--- config.mk ---
export PLATFORM = sky130hd
export DESIGN_NAME = frame_metadata_embedder
export DESIGN_NICKNAME = d
export VERILOG_FILES = /design/src/design/meta_embed_pkg.sv /design/src/design/frame_metadata_embedder.sv /design/src/design/meta_byte_pick.sv
export SDC_FILE = /design/constraint.sdc
export NUM_CORES = 1
export LEC_CHECK = 0
export ABC_AREA = 1
export BUFFER_PORTS_ARGS = -buffer_cell sky130_fd_sc_hd__clkbuf_2
export CELL_PAD_IN_SITES_DETAIL_PLACEMENT = 1
export CELL_PAD_IN_SITES_GLOBAL_PLACEMENT = 1
export CORE_MARGIN = 4
export CORE_UTILIZATION = 26
export DETAILED_ROUTE_END_ITERATION = 10
export GPL_ROUTABILITY_DRIVEN = 0
export PLACE_DENSITY = 0.83
export SYNTH_ARGS = -nofsm -noshare
export SYNTH_HDL_FRONTEND = slang
export SYNTH_SLANG_ARGS = --single-unit
--- constraint.sdc ---
create_clock -name core_clk -period 2.8 [get_ports core_clk]
set_input_delay 0.56 -clock core_clk [delete_from_list [all_inputs] [get_ports core_clk]]
set_output_delay 0.56 -clock core_clk [all_outputs]
set_load 0.1 [all_outputs]
--- src/design/meta_embed_pkg.sv ---
// Purpose: shared constants for the frame metadata embedder
// Assumes: one metadata byte per pixel word, low eight bits
// Notes:   category numbering follows the transmitted order
`default_nettype none
package meta_embed_pkg;
    localparam int NUM_CATS     = 9;
    localparam int MAX_BYTES    = 8;
    localparam int CAT_TIMESTAMP = 0;
    localparam int CAT_GAIN      = 1;
    localparam int CAT_EXPOSURE  = 2;
    localparam int CAT_BRIGHT    = 3;
    localparam int CAT_WBAL      = 4;
    localparam int CAT_FRAMECNT  = 5;
    localparam int CAT_TRIGCNT   = 6;
    localparam int CAT_LINEIO    = 7;
    localparam int CAT_ROI       = 8;
    localparam logic [3:0] CAT_LEN_SHORT = 4'h4;
    localparam logic [3:0] CAT_LEN_LONG  = 4'h8;
    localparam int GAIN_BITS   = 10;
    localparam int LEVEL_BITS  = 12;
    localparam int HALF_BITS   = 16;
    localparam int BYTE_BITS   = 8;

    typedef enum logic [1:0] {
        ST_IDLE,
        ST_META,
        ST_PASS
    } embed_state_t;

    // byte count of each category
    function automatic logic [3:0] cat_len(input logic [3:0] cat);
        cat_len = (cat == 4'(CAT_WBAL) || cat == 4'(CAT_ROI)) ? CAT_LEN_LONG : CAT_LEN_SHORT;
    endfunction
endpackage
`default_nettype wire

--- src/design/frame_metadata_embedder.sv ---
// Purpose: overwrites the first pixel words of each frame with metadata
// Assumes: valid/ready stream, sof marks first word of the frame
// Notes:   metadata spills across line boundaries, roi is only embedded as metadata, never applied
`timescale 1ns/10ps
`default_nettype none
module frame_metadata_embedder
    import meta_embed_pkg::*;
#(
    parameter int PIX_W = 16
)
(
    input  wire logic                  core_clk,
    input  wire logic                  reset,
    input  wire logic                  embed_enable,
    input  wire logic [NUM_CATS-1:0]   cat_select,
    input  wire logic [31:0]           timestamp,
    input  wire logic [GAIN_BITS-1:0]  gain,
    input  wire logic [31:0]           exposure_us,
    input  wire logic [LEVEL_BITS-1:0] brightness,
    input  wire logic [LEVEL_BITS-1:0] wb_red,
    input  wire logic [LEVEL_BITS-1:0] wb_green,
    input  wire logic [LEVEL_BITS-1:0] wb_blue,
    input  wire logic [31:0]           frame_count,
    input  wire logic [31:0]           trigger_count,
    input  wire logic [31:0]           line_io,
    input  wire logic [15:0]           roi_col,
    input  wire logic [15:0]           roi_row,
    input  wire logic [15:0]           roi_length,
    input  wire logic [15:0]           roi_width,
    input  wire logic [PIX_W-1:0]      in_data,
    input  wire logic                  in_sof,
    input  wire logic                  in_eol,
    input  wire logic                  in_valid,
    output logic                       in_ready,
    output logic [PIX_W-1:0]           out_data,
    output logic                       out_sof,
    output logic                       out_eol,
    output logic                       out_valid,
    input  wire logic                  out_ready
);
    // refused at elaboration: a byte must fit the low bits of a pixel word
    if (PIX_W < BYTE_BITS)
    begin : g_width_check
        $error("pixel word narrower than a byte");
    end

    // ------------------------------------------------------------
    // embedding sequencer
    // ------------------------------------------------------------
    embed_state_t       state_q, state_d;
    logic [3:0]         cat_q, cat_d;
    logic [2:0]         idx_q, idx_d;
    logic [NUM_CATS-1:0] sel_q, sel_d;
    logic [7:0]         meta_byte;
    logic [7:0]         first_byte;
    logic               take;
    logic               embedding;

    // first selected category at or after a given one
    function automatic logic [3:0] next_cat(input logic [NUM_CATS-1:0] sel, input logic [3:0] from);
        logic [3:0] r;
        r = 4'(NUM_CATS);
        for (int i = NUM_CATS - 1; i >= 0; i--)
            if (sel[i] && 4'(i) >= from)
                r = 4'(i);
        return r;
    endfunction

    meta_byte_pick u_pick (
        .cat           (cat_q),
        .idx           (idx_q),
        .timestamp     (timestamp),
        .gain          (gain),
        .exposure_us   (exposure_us),
        .brightness    (brightness),
        .wb_red        (wb_red),
        .wb_green      (wb_green),
        .wb_blue       (wb_blue),
        .frame_count   (frame_count),
        .trigger_count (trigger_count),
        .line_io       (line_io),
        .roi_col       (roi_col),
        .roi_row       (roi_row),
        .roi_length    (roi_length),
        .roi_width     (roi_width),
        .byte_out      (meta_byte)
    );

    // output register stage; stall only when it holds an unaccepted word
    logic [PIX_W-1:0] data_q, data_d;
    logic             sof_q, sof_d, eol_q, eol_d, vld_q, vld_d;

    assign in_ready = !vld_q || out_ready;
    assign take     = in_valid && in_ready;

    always_comb
    begin
        state_d   = state_q;
        cat_d     = cat_q;
        idx_d     = idx_q;
        sel_d     = sel_q;
        embedding = 1'b0;
        case (state_q)
            ST_IDLE, ST_PASS:
            begin
                // selection and enable are sampled once per frame
                if (take && in_sof && embed_enable && cat_select != '0)
                begin
                    sel_d = cat_select;
                    cat_d = next_cat(cat_select, 4'h0);
                    idx_d = '0;
                    state_d = ST_META;
                end
                else if (take && in_sof)
                    state_d = ST_PASS;
            end
            ST_META:
            begin
                if (take && in_sof && !(embed_enable && cat_select != '0))
                    state_d = ST_PASS;
                else if (take && in_sof)
                begin
                    sel_d = cat_select;
                    cat_d = next_cat(cat_select, 4'h0);
                    idx_d = '0;
                end
                else if (take)
                begin
                    // line ends are ignored so the bytes run on into the next line
                    if (4'(idx_q) + 4'h1 == cat_len(cat_q))
                    begin
                        idx_d = '0;
                        cat_d = next_cat(sel_q, cat_q + 4'h1);
                        if (next_cat(sel_q, cat_q + 4'h1) == 4'(NUM_CATS))
                            state_d = ST_PASS;
                    end
                    else
                        idx_d = idx_q + 3'h1;
                end
            end
            default:
                state_d = ST_IDLE;
        endcase
        // the word being taken carries metadata if the new state says so at sof
        if (take && in_sof)
            embedding = (state_d == ST_META);
        else if (take)
            embedding = (state_q == ST_META);
    end

    always_comb
    begin
        data_d = data_q;
        sof_d  = sof_q;
        eol_d  = eol_q;
        vld_d  = vld_q && !out_ready;
        if (take)
        begin
            vld_d = 1'b1;
            sof_d = in_sof;
            eol_d = in_eol;
            if (embedding && in_sof)
                data_d = {{(PIX_W-BYTE_BITS){1'b0}}, first_byte};
            else if (embedding)
                data_d = {{(PIX_W-BYTE_BITS){1'b0}}, meta_byte};
            else
                data_d = in_data;
        end
    end

    // at sof the picker still points at the old frame, so pick the first byte here
    meta_byte_pick u_pick_first (
        .cat           (next_cat(cat_select, 4'h0)),
        .idx           (3'h0),
        .timestamp     (timestamp),
        .gain          (gain),
        .exposure_us   (exposure_us),
        .brightness    (brightness),
        .wb_red        (wb_red),
        .wb_green      (wb_green),
        .wb_blue       (wb_blue),
        .frame_count   (frame_count),
        .trigger_count (trigger_count),
        .line_io       (line_io),
        .roi_col       (roi_col),
        .roi_row       (roi_row),
        .roi_length    (roi_length),
        .roi_width     (roi_width),
        .byte_out      (first_byte)
    );

    // first byte consumed at sof: advance sequencer one step
    logic [3:0] cat_r;
    logic [2:0] idx_r;
    logic       done_r;
    always_comb
    begin
        cat_r  = cat_d;
        idx_r  = idx_d;
        done_r = 1'b0;
        if (take && in_sof && state_d == ST_META)
        begin
            if (4'h1 == cat_len(cat_d))
            begin
                idx_r  = '0;
                cat_r  = next_cat(sel_d, cat_d + 4'h1);
                done_r = (cat_r == 4'(NUM_CATS));
            end
            else
                idx_r = 3'h1;
        end
    end

    always_ff @(posedge core_clk)
    begin
        if (reset)
        begin
            state_q <= ST_IDLE;
            cat_q   <= '0;
            idx_q   <= '0;
            sel_q   <= '0;
            data_q  <= '0;
            sof_q   <= 1'b0;
            eol_q   <= 1'b0;
            vld_q   <= 1'b0;
        end
        else
        begin
            state_q <= done_r ? ST_PASS : state_d;
            cat_q   <= cat_r;
            idx_q   <= idx_r;
            sel_q   <= sel_d;
            data_q  <= data_d;
            sof_q   <= sof_d;
            eol_q   <= eol_d;
            vld_q   <= vld_d;
        end
    end

    assign out_data  = data_q;
    assign out_sof   = sof_q;
    assign out_eol   = eol_q;
    assign out_valid = vld_q;
endmodule
`default_nettype wire

--- src/design/meta_byte_pick.sv ---
// Purpose: selects one metadata byte by category and byte index
// Assumes: values stable for the frame, captured upstream
// Notes:   multi-byte values go most significant byte first
`timescale 1ns/10ps
`default_nettype none
module meta_byte_pick
    import meta_embed_pkg::*;
(
    input  wire logic [3:0]  cat,
    input  wire logic [2:0]  idx,
    input  wire logic [31:0] timestamp,
    input  wire logic [GAIN_BITS-1:0]  gain,
    input  wire logic [31:0] exposure_us,
    input  wire logic [LEVEL_BITS-1:0] brightness,
    input  wire logic [LEVEL_BITS-1:0] wb_red,
    input  wire logic [LEVEL_BITS-1:0] wb_green,
    input  wire logic [LEVEL_BITS-1:0] wb_blue,
    input  wire logic [31:0] frame_count,
    input  wire logic [31:0] trigger_count,
    input  wire logic [31:0] line_io,
    input  wire logic [15:0] roi_col,
    input  wire logic [15:0] roi_row,
    input  wire logic [15:0] roi_length,
    input  wire logic [15:0] roi_width,
    output logic      [7:0]  byte_out
);
    logic [63:0] field;

    always_comb
    begin
        field = '0;
        case (cat)
            4'(CAT_TIMESTAMP): field = {timestamp, 32'h0};
            4'(CAT_GAIN):      field = {{(32-GAIN_BITS){1'b0}}, gain, 32'h0};
            4'(CAT_EXPOSURE):  field = {exposure_us, 32'h0};
            4'(CAT_BRIGHT):    field = {{(32-LEVEL_BITS){1'b0}}, brightness, 32'h0};
            // red, green, blue then two zero pad bytes
            4'(CAT_WBAL):      field = {{(HALF_BITS-LEVEL_BITS){1'b0}}, wb_red,
                                        {(HALF_BITS-LEVEL_BITS){1'b0}}, wb_green,
                                        {(HALF_BITS-LEVEL_BITS){1'b0}}, wb_blue, 16'h0};
            4'(CAT_FRAMECNT):  field = {frame_count, 32'h0};
            4'(CAT_TRIGCNT):   field = {trigger_count, 32'h0};
            4'(CAT_LINEIO):    field = {line_io, 32'h0};
            4'(CAT_ROI):       field = {roi_col, roi_row, roi_length, roi_width};
            default:           field = '0;
        endcase
        byte_out = field[63 - BYTE_BITS*idx -: BYTE_BITS];
    end
endmodule
`default_nettype wire

==> results of run 1 <==
-- timing repair --
| action | in CTS | in global routing |
|---|---|---|
| hold buffers | 0 | 0 |
| setup endpoints to repair | 0 | 3 |
| resized for setup | 0 | 3 |
-- layer usage --
metal | GRT usage, % | wire length, um
met1 | 30.72 | 12190
met2 | 48.66 | 15360
met3 | 8.562 | 2675
met4 | 10.76 | 1212
met5 | 0 | 68
-- worst min-delay path, stage by stage, from the launching register on --
cell and delay, ns:
dfxtp_1 0.29, inv_1 0.07, a21oi_1 0.06
-- registers in the layout, summed over array words and instances (netlist names) --
register,count
out_data,16
sel_q,9
cat_q,4
idx_q,3
state_q,2
out_eol,1
out_sof,1
out_valid,1
-- Yosys cell counts (all sizes together) --
cell / n
clkbuf: 22
a221oi: 1
dfxtp: 37
a21oi: 48
nand2: 474
mux2i: 1
a22o: 2
xor2: 1
o211ai: 3
clkinv: 2
nand3: 140
nor3: 3
a31oi: 4
nor2: 127
or2: 2
buf: 29
a311oi: 1
inv: 77
a211oi: 1
nand4: 18
o21ai: 50
ha: 7
nor4: 1
-- cells by family after synthesis --
kind of cell	after synthesis
compound gates	110
xor+xnor	1
fa+ha+maj	7
buf+inv	130
flops	37
mux	1
simple gates	765
-- power groups by stage --
| stage | clock network (W) | registers (W) | logic [W] |
|---|---|---|---|
| floorplan | 0 | 0.000724 | 0.000345 |
| global placement | 0 | 0.000593 | 0.000887 |
| detailed placement | 0 | 0.000593 | 0.000900 |
| CTS | 0.000602 | 0.000582 | 0.000904 |
| global route | 0.000630 | 0.000586 | 0.000988 |
| finish | 0.000586 | 0.000583 | 0.000904 |
-- final timing paths --
kind	startpoint	endpoint	slack, ns	depth (start not counted)
hold reg to reg	sel_q[6]	sel_q[6]	0.46	2
hold / removal	sel_q[6]	sel_q[6]	0.46	2
setup reg to reg	cat_q[0]	out_data[1]	0.26	15
setup / recovery	cat_q[0]	out_data[1]	0.26	15
-- area by class of cell --
class	instances	area [um^2]
Fill cell	2934	12050
Clock inverter	1	7.507
Inverter	79	299.0
Tap cell	265	331.6
Sequential cell	37	742.0
Multi-Input combinational cell	884	3837
Timing Repair Buffer	367	1984
Clock buffer	6	138.9
Antenna cell	3	7.507
-- cell usage in the layout (no fill, tap or decap), drive strengths merged, types with 3 or more instances in the layout --
cell type | synthesis | routed
diode | 0 | 3
nand3 | 140 | 140
nand4 | 18 | 18
o21ai | 50 | 50
clkbuf | 22 | 339
ha | 7 | 7
inv | 77 | 77
nor3 | 3 | 3
o211ai | 3 | 3
buf | 29 | 34
nand2 | 474 | 474
dfxtp | 37 | 37
a31oi | 4 | 4
a21oi | 48 | 48
nor2 | 127 | 127
-- metrics by stage --
step | cell area, um^2 | instances | util [%] | setup WS [ns] | total power, W
6_report | 7348 | 1642 | 37.88 | 0.2568 | 0.002072
2_1_floorplan | 5120 | 1051 | - | 0.2301 | 0.001069
4_1_cts | 7336 | 1639 | 37.82 | 0.1302 | 0.002089
3_5_place_dp | 7189 | 1632 | 37.06 | 0.1817 | 0.001493
5_1_grt | 7346 | 1641 | 37.87 | 0.07201 | 0.002203
3_3_place_gp | 7189 | 1632 | 37.06 | 0.3033 | 0.001480
==> impl_metrics.csv, run 1 <==
group,metric,value,unit
power_and_ir_drop,pwr-share-seq,28.1,%
yosys,yosys.area.top_type_share,34.56,%
global_routing,grtUsageTotal,27.47,%
power_and_ir_drop,peakVddDrop,0.2901,mV
yosys,netlist_instances,1051,
yosys,synthXorXnorAreaFrac,0.1712,%
yosys,synth_compound_area_share,11.35,%
layout,drive_gt1_share,28.97,%
sta,fin_hold_ws,0.4643,ns
setup_path,startpoint_type,"register",
setup_path,critPathArrivalTime,2.78,ns
yosys,synth-simple-area-share,61.48,%
sta,fin_tns_setup,0,ns
route,drt-initial-drc-count,339,
clock_tree,clk_pin_slew,0.06,ns
hold_path,hold_class,"reg2reg",
sta,grt_setup_unrepaired,"no",
setup_path,cp-end-kind,"register",
setup_path,crit_path_max_incr_delay,0.49,ns
global_routing,grt_pass1_vias,8663,
yosys,synth_fp_nets,1372,
setup_path,criticalPathCategory,"reg2reg",
sta,relSlewSlack,59.93,%
global_routing,grt_pass1_wl,47.27,mm
setup_path,worstPathCellList,"ha_1 -> nand3_1 -> inv_4 -> nand2_1 -> nand2_1 -> nor2_1 -> nand2_1 -> nand3_1 -> nand3_1 -> nand2_1 -> nand2_1 -> nand3_1 -> nand3_1 -> nand2_1 -> inv_1",
floorplanning,row_count,51,
floorplanning,initial_core_util,26.37,%
sta,clock.fmax,393.2,MHz
clock_tree,numCtsBuffers,5,
route,ant_nets,0,
power_and_ir_drop,p_int,0.001233,W
clock_tree,cts.sinks,37,
layout,fin_nets,1695,
power_and_ir_drop,switching_share,40.48,%
layout,area_growth_syn_to_layout,43.63,%
yosys,ys_warn_count,0,
yosys,netlist.top_cell.by_area,"nand2_1",
route,drc_errors,0,
power_and_ir_drop,pwr-share-clk,28.3,%
sta,hold_viol_final,0,
route,first_pass_iters,7,
power_and_ir_drop,p_comb_share,43.6,%
setup_path,critPathBufInv,2,
floorplanning,die_area,21990,um^2
floorplanning,fp.dieH,148.3,um
placed_design,detailed_place_hpwl,25.93,mm
yosys,yosys.area_share.adder,1.712,%
yosys,synth_top_family_by_area,"simple AND/OR/NAND/NOR gates",
setup_path,crit_required,3.04,ns
yosys,ys_seq_elements,37,
setup_path,cpMostUsedCell,"nand2_1",
yosys,yosysSeqAreaShare,14.48,%
setup_path,cp_top_family,"simple AND/OR/NAND/NOR gates",
clock_tree,h-tree-depth,2,
clock_tree,cts_setup_buffers,0,
placed_design,port_buffers,333,
sta,slew_violations,0,
yosys,synthMuxAreaShare,0.1956,%
sta,fin_crit_sh,90.83,%
route,avgViaCountPerCell,5.040,
power_and_ir_drop,p_leak,4.205,nW
power_and_ir_drop,powerDensity,282.0,nW/um^2
floorplanning,die_w,148.3,um
route,finalWirelength,31.51,mm
floorplanning,num_io_pins,334,
route,vias,8276,
outcome,status,"completed",
sta,min_period,2.543,ns
clock_tree,cts_tree,"yes",
clock_tree,cts_buffer_depth,2,
yosys,synth_area_leaders,"nand2_1, dfxtp_1, nand3_1",
sta,worstMarginPinSlew,0.6004,ns
clock_tree,clock_latency,0.29,ns
sta,setup_violations,0,
setup_path,critPathMaxFanout,29,
floorplanning,core_region_area,19400,um^2
flow_run,drv_cap,0,
global_routing,grt_max_degree,44,
yosys,syn_area_per_cell,4.868,um^2
route,avgRoutedWirePerCell,19.19,um
yosys,netlist_area,5116,um^2
setup_path,slowest_stage,"dfxtp_1",
sta,fin_worst_skew,0.004856,ns
power_and_ir_drop,power.switching,0.0008389,W
yosys,synth_cell_types,31,
clock_tree,clock-root-buffer,"clkbuf_16",
global_routing,overflow,0,
global_routing,antenna_found_initial,7,
(Power assumes the default switching activity.)
==> inputs of run 2 (changes only) <==
--- a/config.mk
+++ b/config.mk
@@ -5,15 +5,15 @@
 export SDC_FILE = /design/constraint.sdc
 export NUM_CORES = 1
 export LEC_CHECK = 0
-export ABC_AREA = 1
 export BUFFER_PORTS_ARGS = -buffer_cell sky130_fd_sc_hd__clkbuf_2
 export CELL_PAD_IN_SITES_DETAIL_PLACEMENT = 1
 export CELL_PAD_IN_SITES_GLOBAL_PLACEMENT = 1
 export CORE_MARGIN = 4
-export CORE_UTILIZATION = 26
+export CORE_UTILIZATION = 29
 export DETAILED_ROUTE_END_ITERATION = 10
 export GPL_ROUTABILITY_DRIVEN = 0
 export PLACE_DENSITY = 0.83
+export SLEW_MARGIN = 5
 export SYNTH_ARGS = -nofsm -noshare
 export SYNTH_HDL_FRONTEND = slang
 export SYNTH_SLANG_ARGS = --single-unit
==> run 2 against run 1 <==
  * Register-to-register slack lost 0.16 ns
  * Non-clock buffer count grew 17
  * Clock skew is essentially flat
  * Core utilization grew 5.0 points
  * Largest power group unchanged
==> impl_metrics.csv, run 2 <==
group,metric,value,unit
setup_path,crit_required,2.96,ns
route,wl_met2,14.84,mm
global_routing,grt_pass1_wl,46.15,mm
global_routing,antenna_found_initial,0,
clock_tree,clock_latency,0.28,ns
clock_tree,cts_setup_buffers,0,
layout,largest_reg_flops,16,
power_and_ir_drop,pwr-share-clk,28.0,%
floorplanning,num_io_pins,334,
layout,n_antenna_cell,0,
setup_path,cp-end-kind,"register",
power_and_ir_drop,powerDensity,300.0,nW/um^2
setup_path,rr_worst_depth,9,
sta,setup_violations,0,
yosys,yosys-top-cells-count,"nand2_1, a21oi_1, a22oi_1",
power_and_ir_drop,switching_share,38.94,%
setup_path,critPathMaxFanout,18,
setup_path,criticalPathCategory,"reg2reg",
clock_tree,cts_buffer_depth,2,
yosys,synth_edf_count,0,
route,avgViaCountPerCell,6.247,
sta,clock.fmax,369.3,MHz
yosys,yosysSeqAreaShare,14.77,%
layout,layout_common_cells,"clkbuf_2, nand2_1, a21oi_1, buf_4, a22oi_1",
flow_run,drv_cap,0,
yosys,ys_seq_elements,37,
route,wl_met1,12.22,mm
yosys,ys_warn_count,0,
yosys,netlist_area,5015,um^2
yosys,ys.flop_type,"dfxtp_1",
layout,drive_gt1_share,42.70,%
placed_design,detailed_place_hpwl,25.53,mm
layout,fin_nets,1327,
layout,final_common_cell,"clkbuf_2",
sta,slew_violations,0,
hold_path,hold_class,"reg2reg",
yosys,yosys.area.top_type_share,14.77,%
floorplanning,core_region_area,16760,um^2
sta,fin_hold_ws,0.4546,ns
floorplanning,die_area,19460,um^2
layout,utilization,42.92,%
route,finalWirelength,30.99,mm
floorplanning,row_count,47,
power_and_ir_drop,p_int,0.001317,W
route,ant_nets,0,
yosys,synth_area_leaders,"dfxtp_1, a21oi_1, a22oi_1",
sta,worstMarginPinSlew,0.8086,ns
setup_path,reg2reg_setup_slack,0.09,ns
power_and_ir_drop,power.switching,0.0008402,W
sta,fin_crit_sh,96.70,%
yosys,synth_cell_types,79,
sta,relSlewSlack,45.98,%
route,first_pass_iters,7,
power_and_ir_drop,p_comb_share,45.1,%
clock_tree,cts_tree,"yes",
sta,min_period,2.708,ns
global_routing,overflow,0,
clock_tree,numCtsBuffers,5,
power_and_ir_drop,p_leak,3.154,nW
clock_tree,clock-root-buffer,"clkbuf_16",
sta,fin_worst_skew,0.005056,ns
global_routing,grtUsageTotal,29.90,%
floorplanning,initial_core_util,29.92,%
yosys,syn_area_per_cell,7.247,um^2
route,drc_errors,0,
global_routing,grt_pass1_vias,7841,
route,routed.top_layer,"met4",
global_routing,grt_max_degree,45,
setup_path,critPathArrivalTime,2.86,ns
power_and_ir_drop,pwr-share-seq,26.9,%
hold_path,whs_path_depth,2,
route,wl_met3,3.006,mm
floorplanning,die_w,139.5,um
layout,nFillCells,2223,
clock_tree,cts.sinks,37,
power_and_ir_drop,peakVddDrop,0.1917,mV
yosys,synth_fp_nets,1013,
yosys,netlist.top_cell.by_area,"dfxtp_1",
setup_path,startpoint_type,"register",
outcome,status,"completed",
sta,hold_viol_final,0,
route,drt-initial-drc-count,783,
layout,area_growth_syn_to_layout,43.44,%
yosys,netlist_instances,692,
route,avgRoutedWirePerCell,25.25,um
placed_design,port_buffers,333,
route,vias,7665,
yosys,async_flop_share,0,%
yosys,synth.most_common_cell,"nand2_1",
clock_tree,clk_pin_slew,0.06,ns
floorplanning,fp.dieH,139.5,um
clock_tree,h-tree-depth,2,
==> run 2: kinds of logic (layout without fill, tap and decap cells) <==
logic type               Yosys count  count (layout)  synth area share (%)
flip-flops                        37              37                 14.77
multiplexers                      22              22                 4.566
buffers and inverters             88             403                 9.032
AND/OR/NAND/NOR                  198             198                 19.69
XOR/XNOR                           4               4                 1.372
AO/OA/AOI/OAI                    336             336                 48.83
adder cells (fa/ha/maj)            7               7                 1.746
==> run 2: timing repair <==
item / 4_1_cts / 5_1_grt
resized for setup: 0 / 7
hold buffers: 0 / 0
endpoints found under the hold margin: 0 / 0
endpoints found under the setup margin: 0 / 5
==> run 2: final cells by class <==
type / count / area [um^2] / share of cell area, %
clock inverter: 1 / 5.005 / 0.06958
multi-input combinational: 567 / 3875 / 53.87
sequential: 37 / 744.5 / 10.35
timing repair buffer: 384 / 2100 / 29.19
tap: 220 / 275.3 / 3.827
inverter: 11 / 41.29 / 0.5740
clock buffer: 7 / 152.6 / 2.122
==> run 2: final timing paths <==
kind,from,to
setup reg to reg,cat_q[1],out_data[0]
hold reg to reg,out_data[8],out_data[8]
hold / removal,out_data[8],out_data[8]
setup / recovery,cat_q[1],out_data[0]
==> run 2: metal layers <==
| layer | GRT usage, % | up-vias |
|---|---|---|
| li1 | - | 3390 |
| met1 | 38.62 | 3691 |
| met2 | 50.74 | 513 |
| met3 | 6.038 | 71 |
| met4 | 8.136 | 0 |
| met5 | 0 | - |
==> run 2: critical path: stages, from the launching register on <==
cell	delay, ns
dfxtp_1	0.48
inv_1	0.20
ha_4	0.27
and3b_1	0.28
buf_4	0.24
a21oi_1	0.21
o21ai_0	0.12
and4_1	0.24
a211oi_1	0.39
o2bb2ai_1	0.15
==> run 2: power by group through the flow <==
| stage | Sequential, W | Combinational [W] | Clock (W) |
|---|---|---|---|
| after floorplan | 0.000718 | 0.000380 | 0 |
| after global placement | 0.000590 | 0.000936 | 0 |
| after detailed placement | 0.000591 | 0.000948 | 0 |
| after CTS | 0.000580 | 0.000953 | 0.000605 |
| after global routing | 0.000584 | 0.00103 | 0.000628 |
| final | 0.000581 | 0.000973 | 0.000604 |
==> run 2: metrics by stage <==
stage               setup slack [ns]   TNS, ns  power, W  cell area, um^2  std cells
detailed placement           0.07634         0  0.001540             6990       1219
global placement              0.1378         0  0.001526             6990       1219
global route                -0.01308  -0.03130  0.002243             7193       1227
CTS                          0.02341         0  0.002139             7148       1227
floorplan                     0.1730         0  0.001098             5016        692
finish                       0.09247         0  0.002158             7193       1227
